File: src/rtl/vicr_regs.vh
// Command codes, field positions and reset values of the video config bank
`ifndef VICR_REGS_VH
`define VICR_REGS_VH
`define VICR_CMD_POL        8'hd2
`define VICR_CMD_VBACK      8'hd3
`define VICR_CMD_VFRONT     8'hd4
`define VICR_CMD_HBACK      8'hd5
`define VICR_CMD_HFRONT     8'hd6
`define VICR_CMD_MAKER      8'hda
`define VICR_CMD_VERSION    8'hdb
`define VICR_CMD_DRIVER     8'hdc
`define VICR_CMD_PORTSEL    8'hf3
`define VICR_CMD_VENDOR     8'hf4
`define VICR_CMD_TEST       8'hf5
`define VICR_CMD_CLKHI      8'hf6
`define VICR_CMD_CLKLO      8'hf7
`define VICR_POL_RST        8'h03
`define VICR_VBACK_RST      6'h02
`define VICR_PORCH_RST      6'h04
`define VICR_PORTSEL_RST    8'h80
`define VICR_TEST_POR       8'h00
`define VICR_CLKHI_RST      8'h50
`define VICR_CLKLO_RST      8'h78
`define VICR_POL_MASK       8'h4f
`define VICR_PORCH_MASK     8'h3f
`define VICR_PORTSEL_MASK   8'h8d
`define VICR_CLKHI_MASK     8'hf1
`define VICR_BIT_VSYNC      0
`define VICR_BIT_HSYNC      1
`define VICR_BIT_DEPOL      2
`define VICR_BIT_PCLK       3
`define VICR_BIT_MODE       6
`define VICR_BIT_MAIN       7
`define VICR_BIT_EXTRA      0
`define VICR_BIT_TEST_HI    7
`define VICR_BIT_EXTCLK     0
`define VICR_SEC_LSB        2
`define VICR_PINS_110       3'h6
`define VICR_PINS_000       3'h0
`define VICR_PINS_010       3'h2
`define VICR_PINS_011       3'h3
`define VICR_SEC_I2C        2'h0
`define VICR_SEC_SPI9       2'h1
`define VICR_SEC_SPI8       2'h2
`define VICR_VER_MSB        8'h80
`endif

File: src/rtl/vicr_video_cfg.v
// Video interface configuration and identification register bank
// Functional notes
// Pixel clock polarity bit: 0 samples rising edge, 1 falling edge.
// Data enable polarity bit: 0 high active, 1 low active.
// Sync polarity bits: 0 active high, 1 active low.
// Bit 6 of polarity register selects RGB mode; reset gives mode 1.
// Vertical porches are used in MIPI video mode and RGB mode 2.
// Horizontal porches are used only in RGB mode 2.
// Vertical porch fields are six bits, counted in lines.
// Horizontal porch fields are six bits, counted in pixel clocks.
// Host keeps vertical back porch in 2..63, other porches 4..63.
// All resets load polarity 03h, VERT_BACK_PORCH_LINES 2, other porches 4.
// Main port bit picks MIPI or secondary port for modes 000/010/011.
// Extra port enable acts only when mode pins are 110b.
// Secondary field: 00 I2C, 01 SPI9, 10 SPI8, 11 none.
// Host never accesses registers through two ports at once.
// Read-only maker identification byte.
// Read-only version byte with top bit always one.
// Read-only hard-wired vendor identification byte.
// Test byte: power-on clears all, other resets clear bit 7 only.
// Clock source bit: 0 internal oscillator, 1 external clock.
// Host writes frequency field as 100 times MHz, 9 to 40 MHz.
// Host rounds frequency to hundredths of a MHz.
// Clock registers are accessible only in sleep-in state.
// Sleep exit reloads lane, strobe and 3D registers unless suppressed.
// Fixed zero bits read zero and ignore writes.
`timescale 1ns/1ns
`default_nettype none
`include "vicr_regs.vh"
module vicr_video_cfg #(
    parameter [7:0] MAKER_ID   = 8'h5a,  // Arbitrary value
    parameter [6:0] VERSION_LO = 7'h11,  // Arbitrary value
    parameter [7:0] DRIVER_ID  = 8'h3c,  // Arbitrary value
    parameter [7:0] VENDOR_ID  = 8'ha5   // Arbitrary value
) (
    // Clock and resets
    input  wire       clk,
    input  wire       rst,
    input  wire       por,
    input  wire       sw_rst,
    // Command parameter access
    input  wire [7:0] cmd,
    input  wire       wr_en,
    input  wire [7:0] wr_data,
    input  wire       rd_en,
    output reg  [7:0] rd_data,
    output reg        rd_valid,
    // Device state
    input  wire       sleep_in,
    input  wire       sleep_exit,
    input  wire       reload_suppress,
    input  wire [2:0] interface_mode_pins,
    input  wire       mipi_video_mode,
    // Video interface controls
    output wire       pixel_clock_edge_sel,
    output wire       data_enable_polarity,
    output wire       hsync_active_low,
    output wire       vsync_active_low,
    output wire       rgb_mode2,
    output wire       de_active_level,
    output wire [5:0] vert_back_porch_lines,
    output wire [5:0] vert_front_porch_lines,
    output wire [5:0] horiz_back_porch_clocks,
    output wire [5:0] horiz_front_porch_clocks,
    output wire       vert_porch_used,
    output wire       horiz_porch_used,
    // Host port routing
    output wire       mipi_access_en,
    output wire       i2c_access_en,
    output wire       spi9_access_en,
    output wire       spi8_access_en,
    // Display clock
    output wire       external_clock_select,
    output wire [11:0] external_freq_hundredths,
    // Sleep exit reload request
    output reg        reload_pulse
);

// ****************************************************************
// Register storage
// ****************************************************************
reg [7:0] pol_r;
reg [5:0] vback_r;
reg [5:0] vfront_r;
reg [5:0] hback_r;
reg [5:0] hfront_r;
reg [7:0] portsel_r;
reg [7:0] test_r;
reg [7:0] clkhi_r;
reg [7:0] clklo_r;

// ****************************************************************
// Reset and access qualifiers
// ****************************************************************
wire any_rst = rst | por | sw_rst;
wire clk_ok  = sleep_in;

function wr_hit;
    input [7:0] c;
    input [7:0] a;
    input       e;
    begin
        wr_hit = e && (c == a);
    end
endfunction

// ****************************************************************
// Write path
// ****************************************************************
wire wr_pol    = wr_hit(cmd, `VICR_CMD_POL, wr_en);
wire wr_vback  = wr_hit(cmd, `VICR_CMD_VBACK, wr_en);
wire wr_vfront = wr_hit(cmd, `VICR_CMD_VFRONT, wr_en);
wire wr_hback  = wr_hit(cmd, `VICR_CMD_HBACK, wr_en);
wire wr_hfront = wr_hit(cmd, `VICR_CMD_HFRONT, wr_en);
// Clock registers take writes only in sleep-in
wire wr_clkhi  = wr_hit(cmd, `VICR_CMD_CLKHI, wr_en && clk_ok);
wire wr_clklo  = wr_hit(cmd, `VICR_CMD_CLKLO, wr_en && clk_ok);

// Signal polarity and RGB mode
always @(posedge clk) begin
    if (any_rst) begin
        pol_r <= `VICR_POL_RST;
    end else if (wr_pol) begin
        pol_r <= wr_data & `VICR_POL_MASK;
    end
end

// Porch counts
always @(posedge clk) begin
    if (any_rst) begin
        vback_r <= `VICR_VBACK_RST;
    end else if (wr_vback) begin
        vback_r <= wr_data[5:0];
    end
end

always @(posedge clk) begin
    if (any_rst) begin
        vfront_r <= `VICR_PORCH_RST;
    end else if (wr_vfront) begin
        vfront_r <= wr_data[5:0];
    end
end

always @(posedge clk) begin
    if (any_rst) begin
        hback_r <= `VICR_PORCH_RST;
    end else if (wr_hback) begin
        hback_r <= wr_data[5:0];
    end
end

always @(posedge clk) begin
    if (any_rst) begin
        hfront_r <= `VICR_PORCH_RST;
    end else if (wr_hfront) begin
        hfront_r <= wr_data[5:0];
    end
end

// Display clock control
always @(posedge clk) begin
    if (any_rst) begin
        clkhi_r <= `VICR_CLKHI_RST;
    end else if (wr_clkhi) begin
        clkhi_r <= wr_data & `VICR_CLKHI_MASK;
    end
end

always @(posedge clk) begin
    if (any_rst) begin
        clklo_r <= `VICR_CLKLO_RST;
    end else if (wr_clklo) begin
        clklo_r <= wr_data;
    end
end

// ****************************************************************
// Port select and test byte
// ****************************************************************
// Port select keeps its value over software reset
always @(posedge clk) begin
    if (rst || por) begin
        portsel_r <= `VICR_PORTSEL_RST;
    end else if (wr_hit(cmd, `VICR_CMD_PORTSEL, wr_en)) begin
        portsel_r <= wr_data & `VICR_PORTSEL_MASK;
    end
end

// Test byte: low bits survive hardware and software reset
always @(posedge clk) begin
    if (por) begin
        test_r <= `VICR_TEST_POR;
    end else if (rst || sw_rst) begin
        test_r[`VICR_BIT_TEST_HI] <= 1'b0;
    end else if (wr_hit(cmd, `VICR_CMD_TEST, wr_en)) begin
        test_r <= wr_data;
    end
end

// ****************************************************************
// Read path
// ****************************************************************
// Porch fields read back with the fixed-zero top bits
function [7:0] porch_byte;
    input [5:0] f;
    begin
        porch_byte = {2'h0, f};
    end
endfunction

reg [7:0] rd_nxt;
always @* begin
    rd_nxt = 8'h00;
    case (cmd)
        `VICR_CMD_POL:     rd_nxt = pol_r;
        `VICR_CMD_VBACK:   rd_nxt = porch_byte(vback_r);
        `VICR_CMD_VFRONT:  rd_nxt = porch_byte(vfront_r);
        `VICR_CMD_HBACK:   rd_nxt = porch_byte(hback_r);
        `VICR_CMD_HFRONT:  rd_nxt = porch_byte(hfront_r);
        `VICR_CMD_MAKER:   rd_nxt = MAKER_ID;
        `VICR_CMD_VERSION: rd_nxt = {1'b1, VERSION_LO};
        `VICR_CMD_DRIVER:  rd_nxt = DRIVER_ID;
        `VICR_CMD_PORTSEL: rd_nxt = portsel_r;
        `VICR_CMD_VENDOR:  rd_nxt = VENDOR_ID;
        `VICR_CMD_TEST:    rd_nxt = test_r;
        `VICR_CMD_CLKHI:   rd_nxt = clk_ok ? clkhi_r : 8'h00;
        `VICR_CMD_CLKLO:   rd_nxt = clk_ok ? clklo_r : 8'h00;
        default:           rd_nxt = 8'h00;
    endcase
end

// ****************************************************************
// Read reply registers
// ****************************************************************
always @(posedge clk) begin
    if (any_rst) begin
        rd_valid <= 1'b0;
    end else begin
        rd_valid <= rd_en;
    end
end

always @(posedge clk) begin
    if (any_rst) begin
        rd_data <= 8'h00;
    end else if (rd_en) begin
        rd_data <= rd_nxt;
    end
end

// ****************************************************************
// Sleep exit reload request
// ****************************************************************
always @(posedge clk) begin
    if (any_rst)
        reload_pulse <= 1'b0;
    else
        reload_pulse <= sleep_exit & ~reload_suppress;
end

// ****************************************************************
// Decoded controls
// ****************************************************************
assign pixel_clock_edge_sel = pol_r[`VICR_BIT_PCLK];
assign data_enable_polarity = pol_r[`VICR_BIT_DEPOL];
assign de_active_level      = ~pol_r[`VICR_BIT_DEPOL];
assign hsync_active_low     = pol_r[`VICR_BIT_HSYNC];
assign vsync_active_low     = pol_r[`VICR_BIT_VSYNC];
assign rgb_mode2            = pol_r[`VICR_BIT_MODE];

// ****************************************************************
// Porch counts
// ****************************************************************
assign vert_back_porch_lines    = vback_r;
assign vert_front_porch_lines   = vfront_r;
assign horiz_back_porch_clocks  = hback_r;
assign horiz_front_porch_clocks = hfront_r;

// ****************************************************************
// Porch usage
// ****************************************************************
assign vert_porch_used  = mipi_video_mode | rgb_mode2;
assign horiz_porch_used = rgb_mode2 & ~mipi_video_mode;

// ****************************************************************
// Interface mode pin decode
// ****************************************************************
reg pins_main;
reg pins_multi;
always @* begin
    pins_main  = 1'b0;
    pins_multi = 1'b0;
    case (interface_mode_pins)
        `VICR_PINS_000: pins_main  = 1'b1;
        `VICR_PINS_010: pins_main  = 1'b1;
        `VICR_PINS_011: pins_main  = 1'b1;
        `VICR_PINS_110: pins_multi = 1'b1;
        default: begin
            pins_main  = 1'b0;
            pins_multi = 1'b0;
        end
    endcase
end

// ****************************************************************
// Host port routing
// ****************************************************************
wire       main_sec = pins_main & portsel_r[`VICR_BIT_MAIN];
wire       extra_on = pins_multi & portsel_r[`VICR_BIT_EXTRA];
wire [1:0] sec_sel  = portsel_r[`VICR_SEC_LSB+1:`VICR_SEC_LSB];
reg        sec_i2c;
reg        sec_spi9;
reg        sec_spi8;
// Secondary port decode; the last code selects no port
always @* begin
    sec_i2c  = 1'b0;
    sec_spi9 = 1'b0;
    sec_spi8 = 1'b0;
    case (sec_sel)
        `VICR_SEC_I2C:  sec_i2c  = 1'b1;
        `VICR_SEC_SPI9: sec_spi9 = 1'b1;
        `VICR_SEC_SPI8: sec_spi8 = 1'b1;
        default: begin
            sec_i2c  = 1'b0;
            sec_spi9 = 1'b0;
            sec_spi8 = 1'b0;
        end
    endcase
end

assign mipi_access_en = ~main_sec;
assign i2c_access_en  = main_sec | (extra_on & sec_i2c);
assign spi9_access_en = extra_on & sec_spi9;
assign spi8_access_en = extra_on & sec_spi8;

// ****************************************************************
// Display clock
// ****************************************************************
assign external_clock_select    = clkhi_r[`VICR_BIT_EXTCLK];
assign external_freq_hundredths = {clkhi_r[7:4], clklo_r};

endmodule
`default_nettype wire

File: config.mk
export PLATFORM = sky130hd
export DESIGN_NAME = vicr_video_cfg
export DESIGN_NICKNAME = d
export VERILOG_FILES = /design/src/rtl/vicr_video_cfg.v
export VERILOG_INCLUDE_DIRS = /design/src /design/src/rtl
export SDC_FILE = /design/constraint.sdc
export NUM_CORES = 1
export LEC_CHECK = 0
export ABC_AREA = 1
export BUFFER_PORTS_ARGS = -buffer_cell sky130_fd_sc_hd__buf_2
export CAP_MARGIN = 5
export CORE_MARGIN = 2
export CORE_UTILIZATION = 45
export DETAILED_ROUTE_END_ITERATION = 6
export PLACE_DENSITY = 0.7
export SKIP_CTS_REPAIR_TIMING = 1
export SLEW_MARGIN = 20
export SYNTH_ARGS = -nofsm -noshare
export SYNTH_HDL_FRONTEND = slang
export SYNTH_SLANG_ARGS = --single-unit
File: constraint.sdc
create_clock -name clk -period 1.5 [get_ports clk]
set_input_delay 0.15 -clock clk [delete_from_list [all_inputs] [get_ports clk]]
set_output_delay 0.15 -clock clk [all_outputs]
set_load 0.02 [all_outputs]
==> results of run 1 <==
## final cells by class
class | instances | area (um2)
fill | 687 | 2820
multi-input combinational | 337 | 1660
sequential | 64 | 1280
timing repair buffer | 102 | 563
inverter | 38 | 143
clock buffer | 9 | 124
tap | 96 | 120
clock inverter | 6 | 85.1
## where the power goes
part | switching [mW] | internal, mW
Sequential | 0.000735 | 1.70
Clock | 0.676 | 0.919
Combinational | 0.176 | 0.0733
Total | 0.853 | 2.69
## metal layers
metal | up-vias | wire (um)
li1 | 1674 | -
met1 | 1530 | 4340
met2 | 118 | 4240
met3 | 13 | 636
met4 | 0 | 122
met5 | - | 0
## cell families after synthesis
family | synth area share (%)
AND/OR/NAND/NOR | 39.4
flip-flops | 40.4
buffers and inverters | 7.41
AO/OA/AOI/OAI | 12.8
## worst paths after layout
check / start / to / slack (ns) / depth (start not counted)
hold reg to reg: rd_data[4] / rd_data[4] / 0.46 / 2
setup / recovery: portsel_r[0] / spi9_access_en / 0.07 / 4
hold / removal: sleep_exit / reload_pulse / 0.02 / 3
setup reg to reg: clkhi_r[4] / rd_data[4] / 0.45 / 7
## stage by stage
stage | hold slack [ns] | instances | utilization [%] | power (mW)
5_1_grt | 0.0270 | 652 | 58.5 | 3.65
6_report | 0.0192 | 652 | 58.5 | 3.55
3_3_place_gp | 0.307 | 635 | 55.1 | 1.98
4_1_cts | -0.0651 | 650 | 58.2 | 3.55
3_5_place_dp | 0.311 | 635 | 55.1 | 1.98
2_1_floorplan | 0.222 | 454 | - | 1.88
## critical path, cell delays in order (launching register included)
cell     delay (ns)
dfxtp_2        0.35
nand4_1        0.10
buf_4          0.15
nor3_1         0.13
buf_2          0.19
## cells in the final DEF (no fill, tap or decap), types with 2 or more instances in the layout
master and n:
nand2_4 3, nand3_1 54, a21oi_1 30, nand2_1 105, clkinv_2 2, nand2_2 4, buf_4 13, clkinvlp_4 2
o211ai_1 2, nor2_1 64, nor2_2 6, a21oi_2 3, dfxtp_1 63, buf_2 87, o21ai_0 20, bufinv_16 2
nand4_1 3, clkbuf_8 9, inv_2 13, nand3_2 3, nor2_4 8, o21ai_1 19, nand3b_1 5, inv_1 24
nor2_8 2, nor3_1 2
## state kept, by name, indices dropped and copies added (netlist names), 4 cells and up
name	count
horiz_back_porch_clocks	6
clklo_r	8
horiz_front_porch_clocks	6
portsel_r	4
vert_front_porch_lines	6
vert_back_porch_lines	6
test_r	8
pol_r	5
rd_data	8
clkhi_r	5
==> impl_metrics.yaml, run 1 <==
status:
  outcome: "completed"
place:
  hpwl_mm: 7.18
  placed_cell_area_um2: 3750
  port_buffers: 87
  pre_cts_ws_ns: 0.0694
  place_congestion: 0.965
grt:
  gr-total-overflow: 0
  grt.busiest_layer: "met2"
  met3_usage_pct: 5.00
  grt_max_degree: 26
  grt_usage_pct: 25.0
  antenna_found_initial: 0
  grt_pass1_vias: 2990
  grt_pass1_wl_mm: 14.6
  gr-usage-met1_pct: 35.2
  met2_usage_pct: 38.3
synth:
  synth_flop_cell: "dfxtp_1"
  yosysMostFrequentCell: "nand2_1"
  synth_top_area_share_pct: 40.4
  ys_seq_area_share_pct: 40.4
  syn_avg_cell_area_um2: 6.99
  syn_inst: 454
  syn_nets: 483
  synth_area_um2: 3170
  yosysTopAreaCell: "dfxtp_1"
  synth_seq_cells: 64
  synth_common_cells: "105 x nand2_1, 64 x dfxtp_1, 64 x nor2_1"
  ys_warn_count: 0
  async_flop_share_pct: 0
  netlist_top_cells_area: "dfxtp_1 40%, nand2_1 12%, nand3_1 8.5%"
  synth_edf_count: 0
  synth_cell_types: 31
cells_and_area:
  area_growth_pct: 25.2
  drive_gt1_share_pct: 29.1
  fin_nets: 581
  fin_area_um2: 3970
  num_antenna_cells: 0
sta:
  setup_tns_ns: 0
  finalSetupViolCount: 0
  drv_slew: 0
  rsz0062_at_grt: "no"
  hold_viol_final: 0
  tightest_slew_ns: 0.557
  finalCritPeriodShare_pct: 95.1
  timing.fmax_ghz: 0.701
  fin_skew_ns: 0.0111
  slew_headroom_pct: 62.7
  fin_crit_ns: 1.43
  layout_setup_ws_ns: 0.0741
die:
  chipHeight_um: 88.0
  rows: 30
  core_area_um2: 6790
  start_util_pct: 46.7
  die_w_um: 88.0
  dieArea_um2: 7740
  io_pins: 88
clock_tree:
  clk_pin_slew_worst_paths_ns: 0.08
  insertion_delay_ns: 0.35
  clock_path_buffers: 2
  clock_tree.root_cell: "clkbuf_8"
  htree_levels: 3
  cts.sinks: 64
  cts_tree: "built"
  cts_buffers: 9
worst_hold_path:
  hp-class: "primary input to register"
route:
  viasPerCell: 5.12
  first_iter_violations: 302
  drcViolationCount: 0
  drtPass1Iterations: 5
  avgRoutedWirePerCell_um: 14.3
  vias: 3335
  postRouteAntennaNets: 0
  routed_wl_mm: 9.34
setup_path:
  cp.required_ns: 1.35
  cp_max_fo: 3
  crit_path_end_kind: "output pin"
  criticalPathCategory: "register to output pin"
  crit_path_start_kind: "register"
  arrival_ns: 1.28
run:
  maxCapViolations: 0
power_and_ir_drop:
  p_leak_nw: 1.88
  ir_drop_uv: 613
  power_density_nw_per_um2: 892
No activity file was read; power rests on OpenSTA's default activity.
==> inputs of run 2 (changes only) <==
--- a/config.mk
+++ b/config.mk
@@ -13,8 +13,8 @@
 export CORE_UTILIZATION = 45
 export DETAILED_ROUTE_END_ITERATION = 6
 export PLACE_DENSITY = 0.7
+export RECOVER_POWER = 100
 export SKIP_CTS_REPAIR_TIMING = 1
-export SLEW_MARGIN = 20
 export SYNTH_ARGS = -nofsm -noshare
 export SYNTH_HDL_FRONTEND = slang
 export SYNTH_SLANG_ARGS = --single-unit
==> run 2 against run 1 <==
Effect of this change: critical path depth is the same; setup slack got worse by 0.019 ns; clock power about the same; via count up 1.0%; critical endpoint unchanged; largest power group unchanged; highest routed layer unchanged.
==> impl_metrics.yaml, run 2 (synthesized netlist as in run 1, its figures left out) <==
status:
  outcome: "completed"
power_and_ir_drop:
  p_int_mw: 2.69
  ir_drop_uv: 612
  switching_share_pct: 23.9
  combPwrFrac_pct: 6.8
  p_seq_share_pct: 48.2
  p_leak_nw: 1.63
  p_clk_share_pct: 45.1
  power_density_nw_per_um2: 918
  switchingPower_uw: 844
clock_tree:
  htree_levels: 3
  clock_path_buffers: 2
  cts.sinks: 64
  insertion_delay_ns: 0.35
  cts_tree: "built"
  clk_pin_slew_worst_paths_ns: 0.08
  clock_tree.root_cell: "clkbuf_8"
  cts_buffers: 9
sta:
  whs_ns: 0.0206
  drv_slew: 0
  setup_tns_ns: 0
  hold_viol_final: 0
  timing.fmax_ghz: 0.692
  tightest_slew_ns: 0.669
  finalCritPeriodShare_pct: 96.3
  slew_headroom_pct: 55.4
  fin_skew_ns: 0.0120
  finalSetupViolCount: 0
  fin_crit_ns: 1.44
  rsz0062_at_grt: "no"
setup_path:
  reg2reg_to: "rd_data[5]"
  slowest_stage: "dfxtp_2"
  criticalPathCategory: "register to output pin"
  crit_path_start_kind: "register"
  arrival_ns: 1.29
  reg2reg_slack_ns: 0.43
  cp.required_ns: 1.35
  r2r_start: "clklo_r[5]"
  worstPathCellList: "nand4_1 > buf_4 > nor3_1 > clkbuf_2"
  r2r_cells: 7
  cp_max_fo: 3
  crit_path_end_kind: "output pin"
  slowest_delay_ns: 0.36
grt:
  antenna_found_initial: 0
  gr-usage-met1_pct: 35.2
  grt.busiest_layer: "met2"
  gr-total-overflow: 0
  grt_pass1_vias: 2990
  grt_usage_pct: 25.0
  met2_usage_pct: 38.3
  grt_pass1_wl_mm: 14.6
  met3_usage_pct: 5.00
  grt_max_degree: 26
route:
  postRouteAntennaNets: 0
  drcViolationCount: 0
  avgRoutedWirePerCell_um: 14.5
  vias: 3370
  first_iter_violations: 330
  routed_wl_mm: 9.43
  viasPerCell: 5.17
  drtPass1Iterations: 5
worst_hold_path:
  worstHoldEndpoint: "reload_pulse"
  min_from: "sleep_exit"
  hold_path_depth: 3
  hp-class: "primary input to register"
die:
  chipHeight_um: 88.0
  rows: 30
  start_util_pct: 46.7
  io_pins: 88
  die_w_um: 88.0
  dieArea_um2: 7740
  core_area_um2: 6790
cells_and_area:
  final_common_cell: "nand2_1"
  fin_nets: 581
  final_cell_mix: "105 x nand2_1, 66 x nor2_1, 63 x dfxtp_1"
  area_growth_pct: 21.3
  num_antenna_cells: 0
  drive_gt1_share_pct: 16.7
  largest_registers: "clklo_r (8), rd_data (8), test_r (8)"
place:
  port_buffers: 87
  place_congestion: 0.965
  hpwl_mm: 7.18
run:
  maxCapViolations: 0
-- run 2: changes by cell type in the layout (fill, tap and decap cells not counted), moves of 5 or more --
cell | before | now
o21ai_1 | 19 | 13
inv_1 | 24 | 29
clkbuf_1 | 0 | 60
inv_2 | 13 | 8
o21ai_0 | 20 | 26
buf_2 | 87 | 27
-- run 2: worst max-delay path by stage --
stage | startpoint | end | slack [ns] | cells after the start
after CTS | portsel_r[0] | i2c_access_en | 0.005 | 3
after detailed placement | cmd[6] | rd_data[0] | 0.07 | 10
after global routing | portsel_r[0] | i2c_access_en | 0.02 | 3
final | portsel_r[0] | spi9_access_en | 0.06 | 4
after global placement | cmd[6] | rd_data[4] | 0.10 | 10
after floorplan | portsel_r[0] | i2c_access_en | 0.34 | 2
-- run 2: cell type report --
type | instances | area, um2
well taps | 96 | 120
inverters | 38 | 143
clock inverters | 6 | 85.1
multi-input cells | 337 | 1610
flip-flops and latches | 64 | 1280
clock buffers | 9 | 124
repair buffers | 102 | 480
fillers | 732 | 2950
-- run 2: stage by stage --
step / area, um2 / power, mW / worst slack [ns] / utilization [%] / cells
after global routing: 3850 / 3.63 / 0.0166 / 56.6 / 652
after global placement: 3750 / 1.98 / 0.101 / 55.1 / 635
final: 3850 / 3.53 / 0.0552 / 56.6 / 652
after detailed placement: 3750 / 1.98 / 0.0694 / 55.1 / 635
after CTS: 3960 / 3.55 / 0.00490 / 58.2 / 650
after floorplan: 3170 / 1.88 / 0.336 / - / 454
-- run 2: worst max-delay path: cells and delay by family, from the launching register on --
family                 cells  cell delay (ns)
DFF                        1             0.36
buffers and inverters      2             0.35
and+or+nand+nor            2             0.24
-- run 2: power by group through the flow --
stage | Clock (mW) | Sequential, mW | Combinational, mW
after floorplan | 0 | 1.74 | 0.134
after global placement | 0 | 1.74 | 0.241
after detailed placement | 0 | 1.74 | 0.244
after CTS | 1.61 | 1.70 | 0.245
after global routing | 1.68 | 1.70 | 0.259
final | 1.59 | 1.70 | 0.238
-- run 2: per-layer routing --
metal	wire [um]	part of all wire, %	up-vias
li1	-	-	1669
met1	4410	47	1550
met2	4210	45	130
met3	654	6.9	21
met4	153	1.6	0
met5	0	0	-
==> inputs of run 3 (changes only) <==
--- a/config.mk
+++ b/config.mk
@@ -10,9 +10,9 @@
 export BUFFER_PORTS_ARGS = -buffer_cell sky130_fd_sc_hd__buf_2
 export CAP_MARGIN = 5
 export CORE_MARGIN = 2
-export CORE_UTILIZATION = 45
+export CORE_UTILIZATION = 50
 export DETAILED_ROUTE_END_ITERATION = 6
-export PLACE_DENSITY = 0.7
+export PLACE_DENSITY = 0.77
 export RECOVER_POWER = 100
 export SKIP_CTS_REPAIR_TIMING = 1
 export SYNTH_ARGS = -nofsm -noshare
==> run 3 against run 2 <==
Effect of this change: sequential cell count stayed put; sequential power about the same; critical path depth is 1 lower; first-iteration DRC count decreased by 19%; global-route usage up 1.0 points; fmax increased by 2.6%; sequential share of layout area grew 0.67 points; cell count decreased by 3.5%; worst hold slack got worse by 0.0023 ns; cell area shrank 2.0%; critical path type unchanged; critical endpoint is now i2c_access_en.
==> impl_metrics.yaml, run 3 (synthesized netlist as in run 1, its figures left out) <==
cells_and_area:
  fillers: 633
  largest_registers: "clklo_r (8), rd_data (8), test_r (8)"
  final_cell_mix: "106 x nand2_1, 68 x nor2_1, 63 x dfxtp_1"
  drive_gt1_share_pct: 15.6
  multi_input_area_um2: 1600
  area_growth_pct: 18.9
  register_area_um2: 1280
  final_common_cell: "nand2_1"
  final_cells: 629
  fin_nets: 577
  num_antenna_cells: 0
power_and_ir_drop:
  p_int_mw: 2.56
  switching_share_pct: 24.0
  finalPower_mw: 3.37
  p_clk_share_pct: 42.6
  p_leak_nw: 1.62
  switchingPower_uw: 810
  ir_drop_uv: 696
  combPwrFrac_pct: 6.9
  p_seq_share_pct: 50.4
  power_density_nw_per_um2: 894
setup_path:
  cp_max_fo: 3
  arrival_ns: 1.26
  criticalPathCategory: "register to output pin"
  cp.required_ns: 1.35
  crit_path_end_kind: "output pin"
  crit_path_start_kind: "register"
route:
  postRouteAntennaNets: 0
  met2_length_mm: 4.04
  viasPerCell: 5.29
  drtPass1Iterations: 5
  routed_wl_mm: 8.99
  drcViolationCount: 0
  first_iter_violations: 267
  vias: 3330
  wl_met3_um: 681
  top_layer: "met4"
  avgRoutedWirePerCell_um: 14.3
  drt-met1-wl_mm: 4.11
sta:
  slew_headroom_pct: 58.7
  fin_skew_ns: 0.0102
  hold_viol_final: 0
  timing.fmax_ghz: 0.710
  setup_tns_ns: 0
  tightest_slew_ns: 0.619
  fin_crit_ns: 1.41
  layout_setup_ws_ns: 0.0915
  whs_ns: 0.0183
  finalSetupViolCount: 0
  rsz0062_at_grt: "no"
  drv_slew: 0
  finalCritPeriodShare_pct: 93.9
clock_tree:
  insertion_delay_ns: 0.35
  clock_tree.root_cell: "clkbuf_8"
  cts.sinks: 64
  htree_levels: 3
  clk_pin_slew_worst_paths_ns: 0.07
  cts_buffers: 9
  clock_path_buffers: 2
  cts_tree: "built"
die:
  dieArea_um2: 7000
  rows: 29
  start_util_pct: 50.8
  io_pins: 88
  chipHeight_um: 83.7
  core_area_um2: 6240
  die_w_um: 83.7
grt:
  grt_pass1_wl_mm: 14.5
  gr-total-overflow: 0
  antenna_found_initial: 0
  grt_usage_pct: 26.0
  grt_max_degree: 37
  grt_pass1_vias: 2962
run:
  maxCapViolations: 0
place:
  port_buffers: 87
  place_congestion: 0.942
  hpwl_mm: 6.66
  dp_cells: 613
  pre_cts_ws_ns: 0.0342
worst_hold_path:
  hp-class: "primary input to register"
status:
  outcome: "completed"
run 3: changes by cell type in the layout (fill, tap and decap cells not counted), sizes merged:
cell / before / now
clkbuf: 72 / 73
bufinv: 2 / 1
buf: 38 / 35
clkinvlp: 2 / 0
clkinv: 3 / 4
run 3: worst max-delay path, cell delays in order (launching register included):
cell     delay (ns)
dfxtp_2        0.35
nand4_1        0.13
o31ai_1        0.24
buf_2          0.20
run 3: power groups by stage:
stage	clock network (mW)	logic (mW)	registers, mW
5_1_grt	1.53	0.252	1.70
2_1_floorplan	0	0.134	1.74
4_1_cts	1.44	0.242	1.70
3_5_place_dp	0	0.241	1.74
3_3_place_gp	0	0.237	1.74
6_report	1.44	0.233	1.70
run 3: area by class of cell:
| type | instances | area share [%] |
|---|---|---|
| multi-input combinational | 337 | 42.5 |
| clock inverter | 4 | 1.19 |
| sequential | 64 | 34.0 |
| clock buffer | 11 | 3.75 |
| inverter | 38 | 3.78 |
| timing repair buffer | 98 | 12.3 |
| tap | 77 | 2.55 |
run 3: worst paths after layout:
path,startpoint,slack [ns],endpoint,cells after the start
worst min-delay path,sleep_exit,0.02,reload_pulse,3
worst max register to register,clkhi_r[4],0.39,rd_data[4],7
worst min register to register,test_r[5],0.47,test_r[5],2
worst max-delay path,portsel_r[0],0.09,i2c_access_en,3
run 3: stage by stage:
step	instance area [um2]	util, %
after CTS	3900	62.5
after floorplan	3170	-
final	3770	60.4
after global placement	3710	59.5
after detailed placement	3710	59.5
after global routing	3770	60.4
run 3: per-layer routing:
metal | vias up | global-route usage [%]
met5 | - | 0
met4 | 0 | 7.77
met3 | 21 | 6.43
met2 | 145 | 40.3
met1 | 1497 | 36.0
li1 | 1667 | -
